===== src/fwc_cfg.svh =====
/*
  Constants for the nonvolatile write control block: register indices,
  control bit positions, reset values and programming timer figures.
  Assumes it is included once per compile unit by its bare name.
*/
// Functional notes
// - Flash is programmed only as a whole 64-byte block, never single bytes.
// - Sixty-four byte holding registers, each loaded from the table latch by a table write.
// - Write-start begins a long write, stalling the core unless EEPROM, ended by the programming timer or a reset.
// - Holding registers return to FFh on reset and after every write.
// - Unlock needs 55h then 0AAh written before write-start is honoured.
// - A write cut short by pin or watchdog reset leaves the abort flag set.
// - EEPROM byte write erases then stores, timed by the on-chip timer.
// - EEPROM address is 10 bits; high register keeps only its low two bits.
// - Config select picks config space; otherwise program select picks flash or EEPROM.
// - Write permit clears at power-up; writes happen only while it is set.
// - Abort flag sets when permit is set, clears when the timed write completes.
// - Software can only set write-start; hardware clears it on completion.
// - Completion sets the done flag, bit 6 of flag register 4; software clears.
// - Read-start is set-only, self-clearing, and refused while program space is selected.
// - Unlock register stores nothing and always reads zero.
// - Row-erase enable makes write-start erase the pointed row, then clears itself.
// - Pointer upper register holds bit 21 config access and bits 20 to 16.
// - Pointer bits 5:0 pick the holding register; bits 21:6 pick the block.
// - Write-start needs permit set by an earlier access, not the same one.
// - During a write, control, EEPROM address and data writes are ignored.
// - EEPROM read data lands in the data register one cycle later and holds.
`ifndef FWC_CFG_SVH
`define FWC_CFG_SVH

// ----------------------------------------------------------------
// Register indices on the special function register port
// ----------------------------------------------------------------
`define FWC_IDX_TP_UPPER 4'h0
`define FWC_IDX_TP_HIGH 4'h1
`define FWC_IDX_TP_LOW 4'h2
`define FWC_IDX_TLATCH 4'h3
`define FWC_IDX_UNLOCK 4'h4
`define FWC_IDX_CTRL 4'h5
`define FWC_IDX_EE_DATA 4'h6
`define FWC_IDX_EE_ADDR_LO 4'h7
`define FWC_IDX_EE_ADDR_HI 4'h8
`define FWC_IDX_FLAG4 4'h9

// ----------------------------------------------------------------
// Control register bits and other fields
// ----------------------------------------------------------------
`define FWC_B_PSEL 7
`define FWC_B_CSEL 6
`define FWC_B_ERASE 4
`define FWC_B_ABORT 3
`define FWC_B_PERMIT 2
`define FWC_B_START 1
`define FWC_B_READ 0
`define FWC_B_DONE 6
`define FWC_UNLOCK_KEY1 8'h55
`define FWC_UNLOCK_KEY2 8'hAA
`define FWC_HOLD_RESET 8'hFF
`define FWC_BYTE_RESET 8'h00

// ----------------------------------------------------------------
// Programming timer
// ----------------------------------------------------------------
`define FWC_CLK_PERIOD_NS 4
`define FWC_PROG_TIME_NS 2000
`define FWC_PROG_CYCLES ((`FWC_PROG_TIME_NS + `FWC_CLK_PERIOD_NS - 1) / `FWC_CLK_PERIOD_NS)

`endif


===== src/fwc_pkg.sv =====
/*
  Types shared by the nonvolatile write control block and its users.
  Assumes the constants header is compiled alongside.
*/
package fwc_pkg;

  // ----------------------------------------------------------------
  // Register port request and array command carriers
  // ----------------------------------------------------------------
  typedef struct packed {
    logic wr;
    logic rd;
    logic [3:0] addr;
    logic [7:0] wdata;
  } fwc_sfr_req_t;

  typedef enum logic [1:0] {FWC_OP_EE_WRITE, FWC_OP_FLASH_WRITE, FWC_OP_FLASH_ERASE,
                            FWC_OP_CFG_WRITE} fwc_op_t;

  typedef struct packed {
    logic start;
    fwc_op_t kind;
    logic [15:0] block;
    logic [9:0] ee_addr;
    logic [7:0] ee_data;
  } fwc_cmd_t;

  typedef enum logic [1:0] {FWC_STEP_NONE, FWC_STEP_POST_INC, FWC_STEP_POST_DEC,
                            FWC_STEP_PRE_INC} fwc_step_t;

  typedef enum logic [1:0] {FWC_UL_IDLE, FWC_UL_KEY1, FWC_UL_ARMED} fwc_unlock_t;

endpackage


===== src/fwc_top.sv =====
/*
  Nonvolatile write control: table pointer, table latch, 64 holding
  registers, control and unlock registers, EEPROM address and data,
  programming timer and the command to the flash and EEPROM arrays.
  Assumes the arrays read combinationally on the presented address and
  that warm_reset is a synchronous request from the reset controller.
*/
`timescale 1ns/100ps
`include "fwc_cfg.svh"

module fwc_top (
  // Clock and resets
  input wire logic core_clk,
  input wire logic reset_n,
  input wire logic warm_reset,
  // Register port
  input wire fwc_pkg::fwc_sfr_req_t sfr_req,
  output logic [7:0] sfr_rdata,
  // Table instructions from the core
  input wire logic table_op_valid,
  input wire logic table_op_write,
  input wire fwc_pkg::fwc_step_t table_op_step,
  input wire logic [7:0] flash_rd_data,
  output logic [21:0] table_pointer,
  // Array side
  output fwc_pkg::fwc_cmd_t nvm_cmd,
  output logic [511:0] hold_data,
  input wire logic [7:0] ee_rd_data,
  output logic ee_rd_strobe,
  // Core and interrupt side
  output logic cpu_stall,
  output logic nvm_done_flag
);
  import fwc_pkg::*;

  localparam int PROG_CYC = `FWC_PROG_CYCLES;

  // ----------------------------------------------------------------
  // State
  // ----------------------------------------------------------------
  logic [21:0] tp_q, tp_d;
  logic [7:0] tlatch_q, tlatch_d;
  logic psel_q, csel_q, erase_q, abort_q, permit_q, busy_q, rd_q;
  logic psel_d, csel_d, erase_d, abort_d, permit_d, busy_d, rd_d;
  logic [7:0] eeprom_byte_data_q, eeprom_byte_data_d;
  logic [9:0] ee_addr_q, ee_addr_d;
  logic done_q, done_d;
  logic [11:0] cnt_q, cnt_d;
  fwc_unlock_t ul_q, ul_d;
  fwc_cmd_t cmd_q, cmd_d;
  logic [7:0] rdata_q, rdata_d;

  // ----------------------------------------------------------------
  // Register decode
  // ----------------------------------------------------------------
  wire sfr_any = sfr_req.wr | sfr_req.rd;
  wire [7:0] wd = sfr_req.wdata;
  wire we_tpu = sfr_req.wr && sfr_req.addr == `FWC_IDX_TP_UPPER;
  wire we_tph = sfr_req.wr && sfr_req.addr == `FWC_IDX_TP_HIGH;
  wire we_tpl = sfr_req.wr && sfr_req.addr == `FWC_IDX_TP_LOW;
  wire we_tlat = sfr_req.wr && sfr_req.addr == `FWC_IDX_TLATCH;
  wire we_unl = sfr_req.wr && sfr_req.addr == `FWC_IDX_UNLOCK;
  wire we_flag = sfr_req.wr && sfr_req.addr == `FWC_IDX_FLAG4;
  // Writes that would disturb a write in flight are dropped.
  wire we_ctrl = sfr_req.wr && sfr_req.addr == `FWC_IDX_CTRL && !busy_q;
  wire we_eed = sfr_req.wr && sfr_req.addr == `FWC_IDX_EE_DATA && !busy_q;
  wire we_eal = sfr_req.wr && sfr_req.addr == `FWC_IDX_EE_ADDR_LO && !busy_q;
  wire we_eah = sfr_req.wr && sfr_req.addr == `FWC_IDX_EE_ADDR_HI && !busy_q;

  // ----------------------------------------------------------------
  // Unlock sequence and write start
  // ----------------------------------------------------------------
  // The key register keeps no data; only the sequence state survives.
  always_comb
  begin
    ul_d = ul_q;
    if (we_unl && wd == `FWC_UNLOCK_KEY1)
      ul_d = FWC_UL_KEY1;
    else if (we_unl && wd == `FWC_UNLOCK_KEY2 && ul_q == FWC_UL_KEY1)
      ul_d = FWC_UL_ARMED;
    else if (sfr_any)
      ul_d = FWC_UL_IDLE;
  end

  // Permit is checked as stored before this access, so a single write
  // that sets permit and start together never launches anything.
  wire start_req = we_ctrl && wd[`FWC_B_START];
  wire start_ok = start_req && permit_q && ul_q == FWC_UL_ARMED;
  wire bad_start = start_req && !start_ok;
  wire done_w = busy_q && cnt_q == 12'h001;
  wire permit_rise = we_ctrl && wd[`FWC_B_PERMIT] && !permit_q;

  // Target chosen at the moment of start.
  fwc_op_t kind_w;
  assign kind_w = psel_d ? (csel_d ? FWC_OP_CFG_WRITE :
                  (erase_d ? FWC_OP_FLASH_ERASE : FWC_OP_FLASH_WRITE)) :
                  (csel_d ? FWC_OP_CFG_WRITE : FWC_OP_EE_WRITE);

  // ----------------------------------------------------------------
  // Control register next state
  // ----------------------------------------------------------------
  assign psel_d = we_ctrl ? wd[`FWC_B_PSEL] : psel_q;
  assign csel_d = we_ctrl ? wd[`FWC_B_CSEL] : csel_q;
  assign permit_d = we_ctrl ? wd[`FWC_B_PERMIT] : permit_q;
  // Erase enable drops by itself once the row erase has finished.
  assign erase_d = (done_w && cmd_q.kind == FWC_OP_FLASH_ERASE) ? 1'b0 :
                   (we_ctrl ? wd[`FWC_B_ERASE] : erase_q);
  // A hardware set beats the completion clear and any software write.
  assign abort_d = (permit_rise || bad_start) ? 1'b1 :
                   done_w ? 1'b0 :
                   (we_ctrl ? wd[`FWC_B_ABORT] : abort_q);
  // Start is set-only from software; the timer or a warm reset clears it.
  assign busy_d = start_ok ? 1'b1 : (done_w ? 1'b0 : busy_q);
  // Read start is refused while program or config space is selected.
  assign rd_d = we_ctrl && wd[`FWC_B_READ] && !psel_d && !csel_d;
  assign cnt_d = start_ok ? 12'(PROG_CYC) : (busy_q ? cnt_q - 12'h001 : cnt_q);
  assign done_d = done_w ? 1'b1 : (we_flag ? wd[`FWC_B_DONE] : done_q);

  // ----------------------------------------------------------------
  // Table pointer, table latch and EEPROM registers
  // ----------------------------------------------------------------
  wire step_pre = table_op_step == FWC_STEP_PRE_INC;
  wire [20:0] tp_inc = tp_q[20:0] + 21'h000001;
  wire [20:0] tp_dec = tp_q[20:0] - 21'h000001;
  wire [21:0] tp_eff = step_pre ? {tp_q[21], tp_inc} : tp_q;
  wire [20:0] tp_step = (table_op_step == FWC_STEP_POST_DEC) ? tp_dec :
                        (table_op_step == FWC_STEP_NONE) ? tp_q[20:0] : tp_inc;

  // Stepping touches only the low 21 bits; bit 21 stays as software set it.
  always_comb
  begin
    tp_d = tp_q;
    if (table_op_valid)
      tp_d = {tp_q[21], tp_step};
    else if (we_tpu)
      tp_d[21:16] = wd[5:0];
    else if (we_tph)
      tp_d[15:8] = wd;
    else if (we_tpl)
      tp_d[7:0] = wd;
  end

  assign tlatch_d = (table_op_valid && !table_op_write) ? flash_rd_data :
                    (we_tlat ? wd : tlatch_q);
  assign ee_addr_d = we_eal ? {ee_addr_q[9:8], wd} :
                     (we_eah ? {wd[1:0], ee_addr_q[7:0]} : ee_addr_q);
  assign eeprom_byte_data_d = rd_q ? ee_rd_data : (we_eed ? wd : eeprom_byte_data_q);

  // ----------------------------------------------------------------
  // Holding registers
  // ----------------------------------------------------------------
  // A pre-increment write lands on the stepped pointer, as the core expects.
  wire hold_we = table_op_valid && table_op_write;
  wire hold_clr = warm_reset || done_w;

  genvar gi;
  generate
    for (gi = 0; gi < 64; gi++)
    begin : g_hold
      logic [7:0] hold_q;
      always_ff @(posedge core_clk or negedge reset_n)
      begin
        if (!reset_n)
          hold_q <= `FWC_HOLD_RESET;
        else if (hold_clr)
          hold_q <= `FWC_HOLD_RESET;
        else if (hold_we && tp_eff[5:0] == 6'(gi))
          hold_q <= tlatch_q;
      end
      assign hold_data[gi*8 +: 8] = hold_q;
    end
  endgenerate

  // ----------------------------------------------------------------
  // Array command
  // ----------------------------------------------------------------
  // One command always carries the whole block; no byte-wide flash op exists.
  always_comb
  begin
    cmd_d = cmd_q;
    cmd_d.start = start_ok;
    if (start_ok)
    begin
      cmd_d.kind = kind_w;
      cmd_d.block = tp_q[21:6];
      cmd_d.ee_addr = ee_addr_q;
      cmd_d.ee_data = eeprom_byte_data_q;
    end
  end

  // ----------------------------------------------------------------
  // Read-back mux
  // ----------------------------------------------------------------
  wire [7:0] ctrl_rd = {psel_q, csel_q, 1'b0, erase_q, abort_q, permit_q, busy_q, rd_q};
  always_comb
  begin
    case (sfr_req.addr)
      `FWC_IDX_TP_UPPER: rdata_d = {2'b00, tp_q[21:16]};
      `FWC_IDX_TP_HIGH: rdata_d = tp_q[15:8];
      `FWC_IDX_TP_LOW: rdata_d = tp_q[7:0];
      `FWC_IDX_TLATCH: rdata_d = tlatch_q;
      `FWC_IDX_UNLOCK: rdata_d = `FWC_BYTE_RESET;
      `FWC_IDX_CTRL: rdata_d = ctrl_rd;
      `FWC_IDX_EE_DATA: rdata_d = eeprom_byte_data_q;
      `FWC_IDX_EE_ADDR_LO: rdata_d = ee_addr_q[7:0];
      `FWC_IDX_EE_ADDR_HI: rdata_d = {6'h00, ee_addr_q[9:8]};
      `FWC_IDX_FLAG4: rdata_d = {1'b0, done_q, 6'h00};
      default: rdata_d = `FWC_BYTE_RESET;
    endcase
  end

  // ----------------------------------------------------------------
  // Flip-flops
  // ----------------------------------------------------------------
  // Warm reset stops a write in flight and sets the abort flag, so
  // software can see that the block needs writing again.
  always_ff @(posedge core_clk or negedge reset_n)
  begin
    if (!reset_n)
    begin
      {psel_q, csel_q, erase_q, abort_q} <= 4'h0;
      {permit_q, busy_q, rd_q, done_q} <= 4'h0;
      ul_q <= FWC_UL_IDLE;
      cnt_q <= 12'h000;
      cmd_q <= '0;
    end
    else if (warm_reset)
    begin
      // A write cut short here must stay visible as aborted.
      abort_q <= abort_q || busy_q;
      {erase_q, permit_q, busy_q, rd_q} <= 4'h0;
      ul_q <= FWC_UL_IDLE;
      cnt_q <= 12'h000;
      cmd_q.start <= 1'b0;
    end
    else
    begin
      {psel_q, csel_q, erase_q, abort_q} <= {psel_d, csel_d, erase_d, abort_d};
      {permit_q, busy_q, rd_q, done_q} <= {permit_d, busy_d, rd_d, done_d};
      ul_q <= ul_d;
      cnt_q <= cnt_d;
      cmd_q <= cmd_d;
    end
  end

  // Data registers survive warm reset.
  always_ff @(posedge core_clk or negedge reset_n)
  begin
    if (!reset_n)
    begin
      tp_q <= 22'h000000;
      tlatch_q <= `FWC_BYTE_RESET;
      eeprom_byte_data_q <= `FWC_BYTE_RESET;
      ee_addr_q <= 10'h000;
      rdata_q <= `FWC_BYTE_RESET;
    end
    else
    begin
      tp_q <= tp_d;
      tlatch_q <= tlatch_d;
      eeprom_byte_data_q <= eeprom_byte_data_d;
      ee_addr_q <= ee_addr_d;
      rdata_q <= rdata_d;
    end
  end

  // ----------------------------------------------------------------
  // Outputs
  // ----------------------------------------------------------------
  assign sfr_rdata = rdata_q;
  assign table_pointer = tp_q;
  assign nvm_cmd = cmd_q;
  assign ee_rd_strobe = rd_q;
  // The core halts for flash writes, row erases and config writes; EEPROM runs in background.
  assign cpu_stall = busy_q && cmd_q.kind != FWC_OP_EE_WRITE;
  assign nvm_done_flag = done_q;
endmodule // fwc_top


===== config.mk =====
export PLATFORM = sky130hd
export DESIGN_NAME = fwc_top
export DESIGN_NICKNAME = d
export VERILOG_FILES = /design/src/fwc_pkg.sv /design/src/fwc_top.sv
export VERILOG_INCLUDE_DIRS = /design/src
export SDC_FILE = /design/constraint.sdc
export NUM_CORES = 1
export LEC_CHECK = 0
export ABC_AREA = 1
export BUFFER_PORTS_ARGS = -buffer_cell sky130_fd_sc_hd__buf_2
export CAP_MARGIN = 20
export CORE_AREA = 8 8 190 328
export CTS_CLUSTER_SIZE = 10
export DETAILED_ROUTE_END_ITERATION = 10
export DIE_AREA = 0 0 198 336
export PLACE_DENSITY = 0.87
export SYNTH_ARGS = -nofsm -noshare
export SYNTH_HDL_FRONTEND = slang
export SYNTH_SLANG_ARGS = --single-unit

===== constraint.sdc =====
create_clock -name core_clk -period 2.2 [get_ports core_clk]
set_input_delay 0.44 -clock core_clk [delete_from_list [all_inputs] [get_ports core_clk]]
set_output_delay 0.44 -clock core_clk [all_outputs]
set_load 0.01 [all_outputs]

# Yosys cells after proc, flatten, opt, wreduce, memory -nomap -nowiden
# Cells that the tools add are included.
[classes] multipliers=0 div_mod_pow=0 n_mux=172 bitwise_logic=4 n_eq_ne=83 n_reduce_logical=190 shifts=0 addsub=3 magnitude_cmp=0
[op_table] cell="$mux W8" n=136
[op_table] cell="$eq A6 B6 Y1 const B" n=32
[op_table] cell="$reduce_bool A2 Y1" n=72
[op_table] cell="$eq A6 B5 Y1 const B" n=16
[op_table] cell="$logic_and A1 B1 Y1" n=95
[op_table] cell="$pmux W8 S9" n=1
[op_table] cell="$mux W21" n=3
[op_table] cell="$eq A6 B4 Y1 const B" n=8
[op_table] cell="$mux W12" n=3
[op_table] cell="$eq A6 B3 Y1 const B" n=4
[op_table] cell="$add A21 B1 Y21 const B" n=1
[op_table] cell="$sub A21 B1 Y21 const B" n=1
[op_table] cell="$mux W1" n=18
[op_table] cell="$eq A4 B3 Y1 const B" n=4
[op_table] cell="$mux W16" n=1
[op_table] cell="$mux W2" n=8
[op_table] cell="$eq A12 B1 Y1 const B" n=1
[op_table] cell="$eq A6 B2 Y1 const B" n=2
[op_table] cell="$sub A12 B1 Y12 const B" n=1
[op_table] cell="$reduce_and A2 Y1" n=5
[op_table] cell="$eq A2 B2 Y1 const B" n=4
[op_table] cell="$eq A4 B2 Y1 const B" n=2
[op_table] cell="$eq A4 B4 Y1 const B" n=2
[op_table] cell="$eq A8 B7 Y1 const B" n=1
[op_table] cell="other kinds (19)" n=31
[word_totals] memories=0 latch_bits=0 register_bits=627 rom_bits=0 output_inout_bits=582 ram_bits=0 wordCells=540 in_bits=37

# Depth between registers and ports, before layout
# Gate-level depths: netlist (run 1).
[logic_depth] depth_word=11 mapped_depth=13 depth_no_buf=12

# Least setup slack after synthesis (run 1)
# Ideal clock, no wire load.
[synth_path] kind="register -> register" from="reg tp_q[0], in the netlist table_pointer[0]" to="reg g_hold[17].hold_q[0]" t_arrival_ps=2162 path_stages_with_launch=12 slack_ps=-23 t_required_ps=2139 cell_sequence="dfrtp_1 > inv_2 > ha_1 > o21ai_4 > inv_2 > nor2_4 > inv_2 > nor2_8 > nand3_2 > nand2_2 > nand2_1 > nand2_1"
[synth_between] elab_chain_len=5
[synth_rtl] item="from (decl)" line_no="fwc_top.sv:41" text="logic [21:0] tp_q, tp_d;"
[synth_rtl] item="from (signal assigned)" line_no="fwc_top.sv:259" text="tp_q <= tp_d;"
[synth_rtl] item="$add A21 B1 Y21" line_no="fwc_top.sv:123" text="wire [20:0] tp_inc = tp_q[20:0] + 21'h000001;"
[synth_rtl] item="$mux W6 *" line_no="fwc_top.sv:125" text="wire [21:0] tp_eff = step_pre ? {tp_q[21], tp_inc} : tp_q;"
[synth_rtl] item="$eq A6 B5 Y1 *" line_no="fwc_top.sv:167" text="else if (hold_we && tp_eff[5:0] == 6'(gi))"
[synth_rtl] item="$logic_and A1 B1 Y1 *" line_no="fwc_top.sv:167"
[synth_rtl] item="$reduce_bool A2 Y1 (no source line) *"
[synth_rtl] item="to (signal assigned)" line_no="fwc_top.sv:164" text="hold_q <= `FWC_HOLD_RESET;"
[synth_rtl] item="to (signal assigned)" line_no="fwc_top.sv:166" text="hold_q <= `FWC_HOLD_RESET;"
[synth_rtl] item="to (signal assigned)" line_no="fwc_top.sv:168" text="hold_q <= tlatch_q;"
[synth_rtl] item="to (decl)" line_no="fwc_top.sv:160" text="logic [7:0] hold_q;"
# Every way passes the cells marked *; elsewhere a longest branch is shown, timed or not.
# A chain may end at the register's enable or synchronous reset.

# Final worst setup path (run 1)
[layout_path] from="reg tp_q[0], in the netlist table_pointer[0]" to="reg g_hold[19].hold_q[5]"
[layout_between] elab_chain_len=5
[layout_rtl] item="$add A21 B1 Y21" line_no="fwc_top.sv:123"
[layout_rtl] item="$mux W6 *" line_no="fwc_top.sv:125"
[layout_rtl] item="$eq A6 B5 Y1 *" line_no="fwc_top.sv:167"
[layout_rtl] item="$logic_and A1 B1 Y1 *" line_no="fwc_top.sv:167"
[layout_rtl] item="$reduce_bool A2 Y1 (no source line) *"
[layout_rtl] item="to (signal assigned)" line_no="fwc_top.sv:164"
[layout_rtl] item="to (signal assigned)" line_no="fwc_top.sv:166"
[layout_rtl] item="to (signal assigned)" line_no="fwc_top.sv:168"
[layout_rtl] item="to (decl)" line_no="fwc_top.sv:160"
# Marks and branches as above.

==> impl_metrics.toml, run 1 <==
[layout]
diodes = 0
fin_nets = 4042
stdcell_count = 4798
syn2layout_area_growth_pct = 29.0
layout-drive-gt1-share_pct = 40.3
fillers = 4390
final_util_pct = 63.8
design_area_um2 = 36900

[clock_network]
worstSkewPairLatency_ps = 620
root_buffer = "clkbuf_16"
cts_sinks = 627
h-tree-depth = 3
cts_buffers = 73
clock_path_buffers = 3
path_clk_slew_ps = 60
cts_tree = "built"

[timing]
holdWs_ps = 56.6
final_max_slew_viol_count = 0
post-route-min-period_ps = 2140
relSlewSlack_pct = 52.1
rsz0062_at_grt = "true"
setup_viol = 0
clock_skew_ps = 19.9
fin_ws_ps = 55.5
worst_slew_pin_slew_ps = 711
period_share_pct = 97.5
hold_violations = 0
timing.fmax_mhz = 466

[logic_synthesis]
yosys.area.top_type = "dfstp_2"
synth_cell_types = 52
syn_avg_cell_area_um2 = 8.83
yosysSeqAreaShare_pct = 57.1
yosys-top-cells-area = "dfstp_2 47%, nand2_1 17%, dfrtp_1 10%, nand3_1 9.9%, o21ai_0 1.6%"
syn_area_um2 = 28600
synth_flop_cell = "dfstp_2"
yosys_warnings = 0
ys_ff_latch = 627
async_reset_ff_share_pct = 100
syn_nets = 3280
synth_top_area_share_pct = 47.0
synth-edff-count = 0
yosysMostFrequentCell = "nand2_1"
netlist_top_cells_count = "1,278 x nand2_1, 567 x nand3_1, 512 x dfstp_2"
synth_cells = 3239

[hold_path]
hp-class = "input port to register"

[setup_path]
required_ps = 2730
crit_end = "g_hold[19].hold_q[5]"
cp-start-kind = "register"
critPathLaunch = "table_pointer[0]"
cp_max_fo = 8
criticalPathCategory = "register to register"
cp_data_arrival_time_ps = 2670
worstReg2RegEnd = "g_hold[19].hold_q[5]"
timing.rr.start = "table_pointer[0]"
worstRegToRegCells = 12
reg2reg_slack_ps = 60
end_kind = "register"

[floorplan]
die_area_um2 = 66500
num_rows = 117
fp.dieH_um = 336
initial_utilization_pct = 49.5
io_pins = 619
die_w_um = 198
core_area_um2 = 57800

[global_route]
met1_usage_pct = 36.3
grt.total_usage_pct = 32.6
met3_usage_pct = 6.69
grt-busiest-layer = "met2"
antenna_found_initial = 1
grt_max_degree = 100
grt_pass1_wl_mm = 167
grt.met2_usage_pct = 55.5
grt_overflow = 0
grt_pass1_vias = 27900

[detailed_routing]
via_per_inst = 5.77
drc = 0
drt-pass1-iter-count = 6
drt-total-wl_mm = 112
ant_nets = 0
drt_iter0_markers = 2318
wl_per_cell_um = 23.4
num_vias = 27700

[power_and_ir_drop]
peakVddDrop_mv = 0.820
power_density_nw_per_um2 = 907
cellLeakagePower_nw = 18.4

[place]
dp_hpwl_mm = 79.9
place_ws_ps = -173
placed_cells = 4691
place_area_um2 = 34500
gp_congestion = 0.984
port_buffers = 618

[flow_run]
maxCapViolCount = 0

[status]
status = "finished clean"
==> metal layers <==
| layer | vias to the layer above | wire length, µm |
|---|---|---|
| li1 | 12100 | - |
| met5 | - | 0 |
| met4 | 0 | 8390 |
| met2 | 1898 | 55300 |
| met1 | 13200 | 37600 |
| met3 | 466 | 10800 |
==> worst min-delay path by stage <==
| stage | depth (start not counted) | slack, ps | endpoint | startpoint |
|---|---|---|---|---|
| 2_1_floorplan | 0 | 140 | abort_q | reset_n |
| 3_3_place_gp | 1 | 330 | nvm_cmd[25] | reset_n |
| 3_5_place_dp | 1 | 330 | nvm_cmd[10] | reset_n |
| 4_1_cts | 2 | 30 | ee_rd_strobe | sfr_req[7] |
| 5_1_grt | 2 | 60 | ee_rd_strobe | sfr_req[7] |
| 6_report | 2 | 60 | ee_rd_strobe | sfr_req[7] |
==> placed cells by master (no fill, tap or decap), drive strengths merged, types with 3 or more instances in the layout <==
cell	netlist	layout
a21oi	24	24
xor2	7	7
nor3	16	16
dfstp	512	512
ha	4	4
a22oi	9	9
nor4	3	3
clkinv	3	8
nand2	1343	1343
or2	6	6
o21ai	113	113
a221oi	4	4
nand3	609	609
clkbuf	87	92
buf	67	838
xnor2	6	6
o22ai	15	15
inv	104	107
o211ai	20	20
nand4	27	27
nor2	130	130
dfrtp	115	115
==> report_power, final <==
part           switching (mW)  internal [mW]
logic                    4.89           2.64
clock network            4.84           6.17
registers                1.11           13.8
==> stage by stage <==
stage	setup TNS, ps	total power [mW]
after floorplan	0	18.4
after global placement	-2730	22.0
after detailed placement	-3860	22.3
after CTS	-10.2	33.4
after global routing	-198	34.6
final	0	33.5
==> repair_timing <==
action,in CTS,in global routing
buffers inserted,0,4
resized for setup,25,28
endpoints found under the setup margin,144,444
endpoints found under the hold margin,23,0
pin swaps,4,9
gates cloned,2,1
hold buffers,1,0
==> critical path, stage by stage, from the launching register on <==
cell	delay [ps]
dfrtp_2	440
inv_2	100
buf_6	140
nor2_1	90
nand2_1	120
nand3_2	100
o21ai_4	110
nand2_4	180
nor2_8	260
nand3_2	170
buf_4	210
nand3_1	80
nand2_1	60
==> registers in the layout, indices dropped and copies added (netlist names), 2 cells and up <==
register / flops
cnt_q: 12
ee_addr_q: 10
eeprom_byte_data_q: 8
g_hold.hold_q: 512
nvm_cmd: 37
sfr_rdata: 8
table_pointer: 22
tlatch_q: 8
ul_q: 2
==> layout make-up <==
cell class	count	area, µm²	area share [%]
multi-input cells	2351	11500	31.1
clock inverters	8	139	0.376
flip-flops and latches	627	16300	44.3
clock buffers	91	1930	5.22
repair buffers	841	5640	15.3
inverters	107	422	1.14
well taps	773	967	2.62
==> kinds of logic (layout without fill, tap and decap cells) <==
logic type | count (synthesis) | after routing | share of synthesized area, %
and+or+nand+nor | 2138 | 2138 | 34.4
AOI/OAI and AO/OA | 196 | 196 | 4.11
adders and majority gates | 4 | 4 | 0.175
xor gates and xnor gates | 13 | 13 | 0.451
DFF | 627 | 627 | 57.1
buffers and inverters | 261 | 1047 | 3.74
No activity file was read; power rests on OpenSTA's default activity.
==> inputs of run 2 (changes only) <==
Settings changed: GPL_ROUTABILITY_DRIVEN from default to 0, PLACE_DENSITY 0.87 to 0.77.
==> impl_metrics.toml, run 2 (same netlist as run 1, synthesis figures left out) <==
[global_route]
antenna_found_initial = 1
grt_pass1_wl_mm = 164
grt.total_usage_pct = 32.0
grt_overflow = 0
grt_pass1_vias = 27600
grt_max_degree = 68

[detailed_routing]
ant_nets = 0
wl_per_cell_um = 22.7
drt-total-wl_mm = 109
drt-pass1-iter-count = 6
drt_iter0_markers = 2200
drc = 0
num_vias = 27400
via_per_inst = 5.67

[layout]
syn2layout_area_growth_pct = 30.3
largest_reg_flops = 512
layout-drive-gt1-share_pct = 40.9
largest-register = "g_hold.hold_q"
design_area_um2 = 37300
multi_input_area_um2 = 11600
final_cell_mix = "1,259 x nand2_1, 617 x buf_2, 562 x nand3_1, 512 x dfstp_2, 174 x buf_4"
fin_nets = 4073
fillers = 4688
seq_area_um2 = 16300
final_common_cell = "nand2_1"

[clock_network]
worstSkewPairLatency_ps = 610
cts_sinks = 627
root_buffer = "clkbuf_16"
cts_buffers = 73
clock_path_buffers = 3
cts_tree = "built"
h-tree-depth = 3
path_clk_slew_ps = 60

[setup_path]
crit_path_cell_trace = "nand3_4 -> nor2_4 -> nand2_2 -> nand3_4 -> nand2_4 -> nor3_4 -> buf_12 -> buf_12 -> nand2_2 -> buf_4 -> nand3_1 -> nand2_1"
cp_top_family = "simple AND/OR/NAND/NOR gates"
critical_path_buf_inv_count = 3
reg2reg_slack_ps = 80
cp_data_arrival_time_ps = 2640
cp-start-kind = "register"
required_ps = 2720
cpPeakStageDelay_ps = 510
timing.rr.start = "table_pointer[2]"
cp_max_fo = 8
end_kind = "register"
worstReg2RegEnd = "g_hold[10].hold_q[6]"
worstRegToRegCells = 12
criticalPathCategory = "register to register"
crit_slowest_cell = "dfrtp_2"

[timing]
period_share_pct = 96.3
final_max_slew_viol_count = 0
fin_tns_setup_ps = 0
worst_slew_pin_slew_ps = 679
relSlewSlack_pct = 54.2
post-route-min-period_ps = 2120
rsz0062_at_grt = "true"
fin_ws_ps = 82.2
hold_violations = 0
clock_skew_ps = 30.6
setup_viol = 0
timing.fmax_mhz = 472

[hold_path]
holdCritStartpoint = "ee_rd_data[5]"
worst_hold_path.endpoint = "eeprom_byte_data_q[5]"
hp-class = "input port to register"
hold_depth = 3

[place]
place_ws_ps = -217
dp_hpwl_mm = 78.8
port_buffers = 618
place_area_um2 = 34500

[power_and_ir_drop]
p_comb_share_pct = 22.3
peakVddDrop_mv = 0.696
clockPowerShare_pct = 32.9
seqPwrFrac_pct = 44.8
p_int_mw = 22.9
p_sw_share_pct = 31.8
switchingPower_mw = 10.6
power_density_nw_per_um2 = 898
cellLeakagePower_nw = 18.6

[floorplan]
die_w_um = 198
initial_utilization_pct = 49.5
fp.dieH_um = 336
num_rows = 117
core_area_um2 = 57800
io_pins = 619
die_area_um2 = 66500

[status]
status = "finished clean"

[flow_run]
maxCapViolCount = 0
run 2: changes by cell type in the layout (fill, tap and decap cells not counted), sizes merged:
cell and delta:
nand3 +1, bufinv +2, bufbuf -1, inv +1, clkinv -3, diode +1
clkbuf -2, buf +31
run 2: layer usage:
layer / share of wire [%] / GRT usage (%) / up-vias
met2: 50 / 55.0 / 1588
met5: 0 / 0 / -
met1: 35 / 36.2 / 13300
met3: 8.7 / 6.27 / 386
met4: 6.4 / 19.5 / 0
li1: - / - / 12100
run 2: repair_timing:
action,4_1_cts,5_1_grt
hold buffers,1,0
pin swaps,6,15
hold endpoints to repair,7,0
gates resized for setup,26,59
cloned,1,3
buffers inserted,5,17
setup endpoints to repair,345,512
run 2: how the worst max path moves through the flow:
stage                      endpoint  cells past startpoint              from  slack (ps)
3_5_place_dp   g_hold[26].hold_q[3]                     13  table_pointer[0]        -220
3_3_place_gp   g_hold[26].hold_q[7]                     13  table_pointer[0]        -190
6_report       g_hold[10].hold_q[6]                     12  table_pointer[2]          80
5_1_grt        g_hold[10].hold_q[1]                     13  table_pointer[1]         -40
4_1_cts        g_hold[62].hold_q[7]                     13  table_pointer[0]          -3
2_1_floorplan  g_hold[17].hold_q[0]                     11  table_pointer[0]          50
run 2: stage by stage:
step	power, mW	util, %	hold WS [ps]	std cells
final	33.5	64.5	70.0	4828
after global routing	34.7	64.5	74.3	4827
after detailed placement	22.3	59.7	416	4703
after global placement	22.1	59.7	415	4703
after floorplan	18.4	-	144	3239
after CTS	33.4	63.6	32.3	4807
run 2: worst register-to-register path: stages, from the launching register on:
cell	delay, ps
dfrtp_2	510
nand3_4	150
nor2_4	140
nand2_2	80
nand3_4	110
nand2_4	90
nor3_4	230
buf_12	150
buf_12	140
nand2_2	100
buf_4	180
nand3_1	90
nand2_1	60
run 2: power groups by stage:
stage          clock, mW  combinational [mW]  sequential, mW
3_5_place_dp           0                7.22            15.1
2_1_floorplan          0                3.06            15.4
5_1_grt             11.5                8.10            15.1
3_3_place_gp           0                7.06            15.0
6_report            11.0                7.48            15.0
4_1_cts             11.1                7.35            14.9
run 2: final cells by class:
type                    count  share of cell area [%]
flip-flops and latches    627                    43.8
multi-input cells        2352                    31.2
repair buffers            871                    15.8
clock buffers              89                    5.12
well taps                 773                    2.59
inverters                 107                    1.13
clock inverters             8                   0.373
diodes                      1                 0.00671
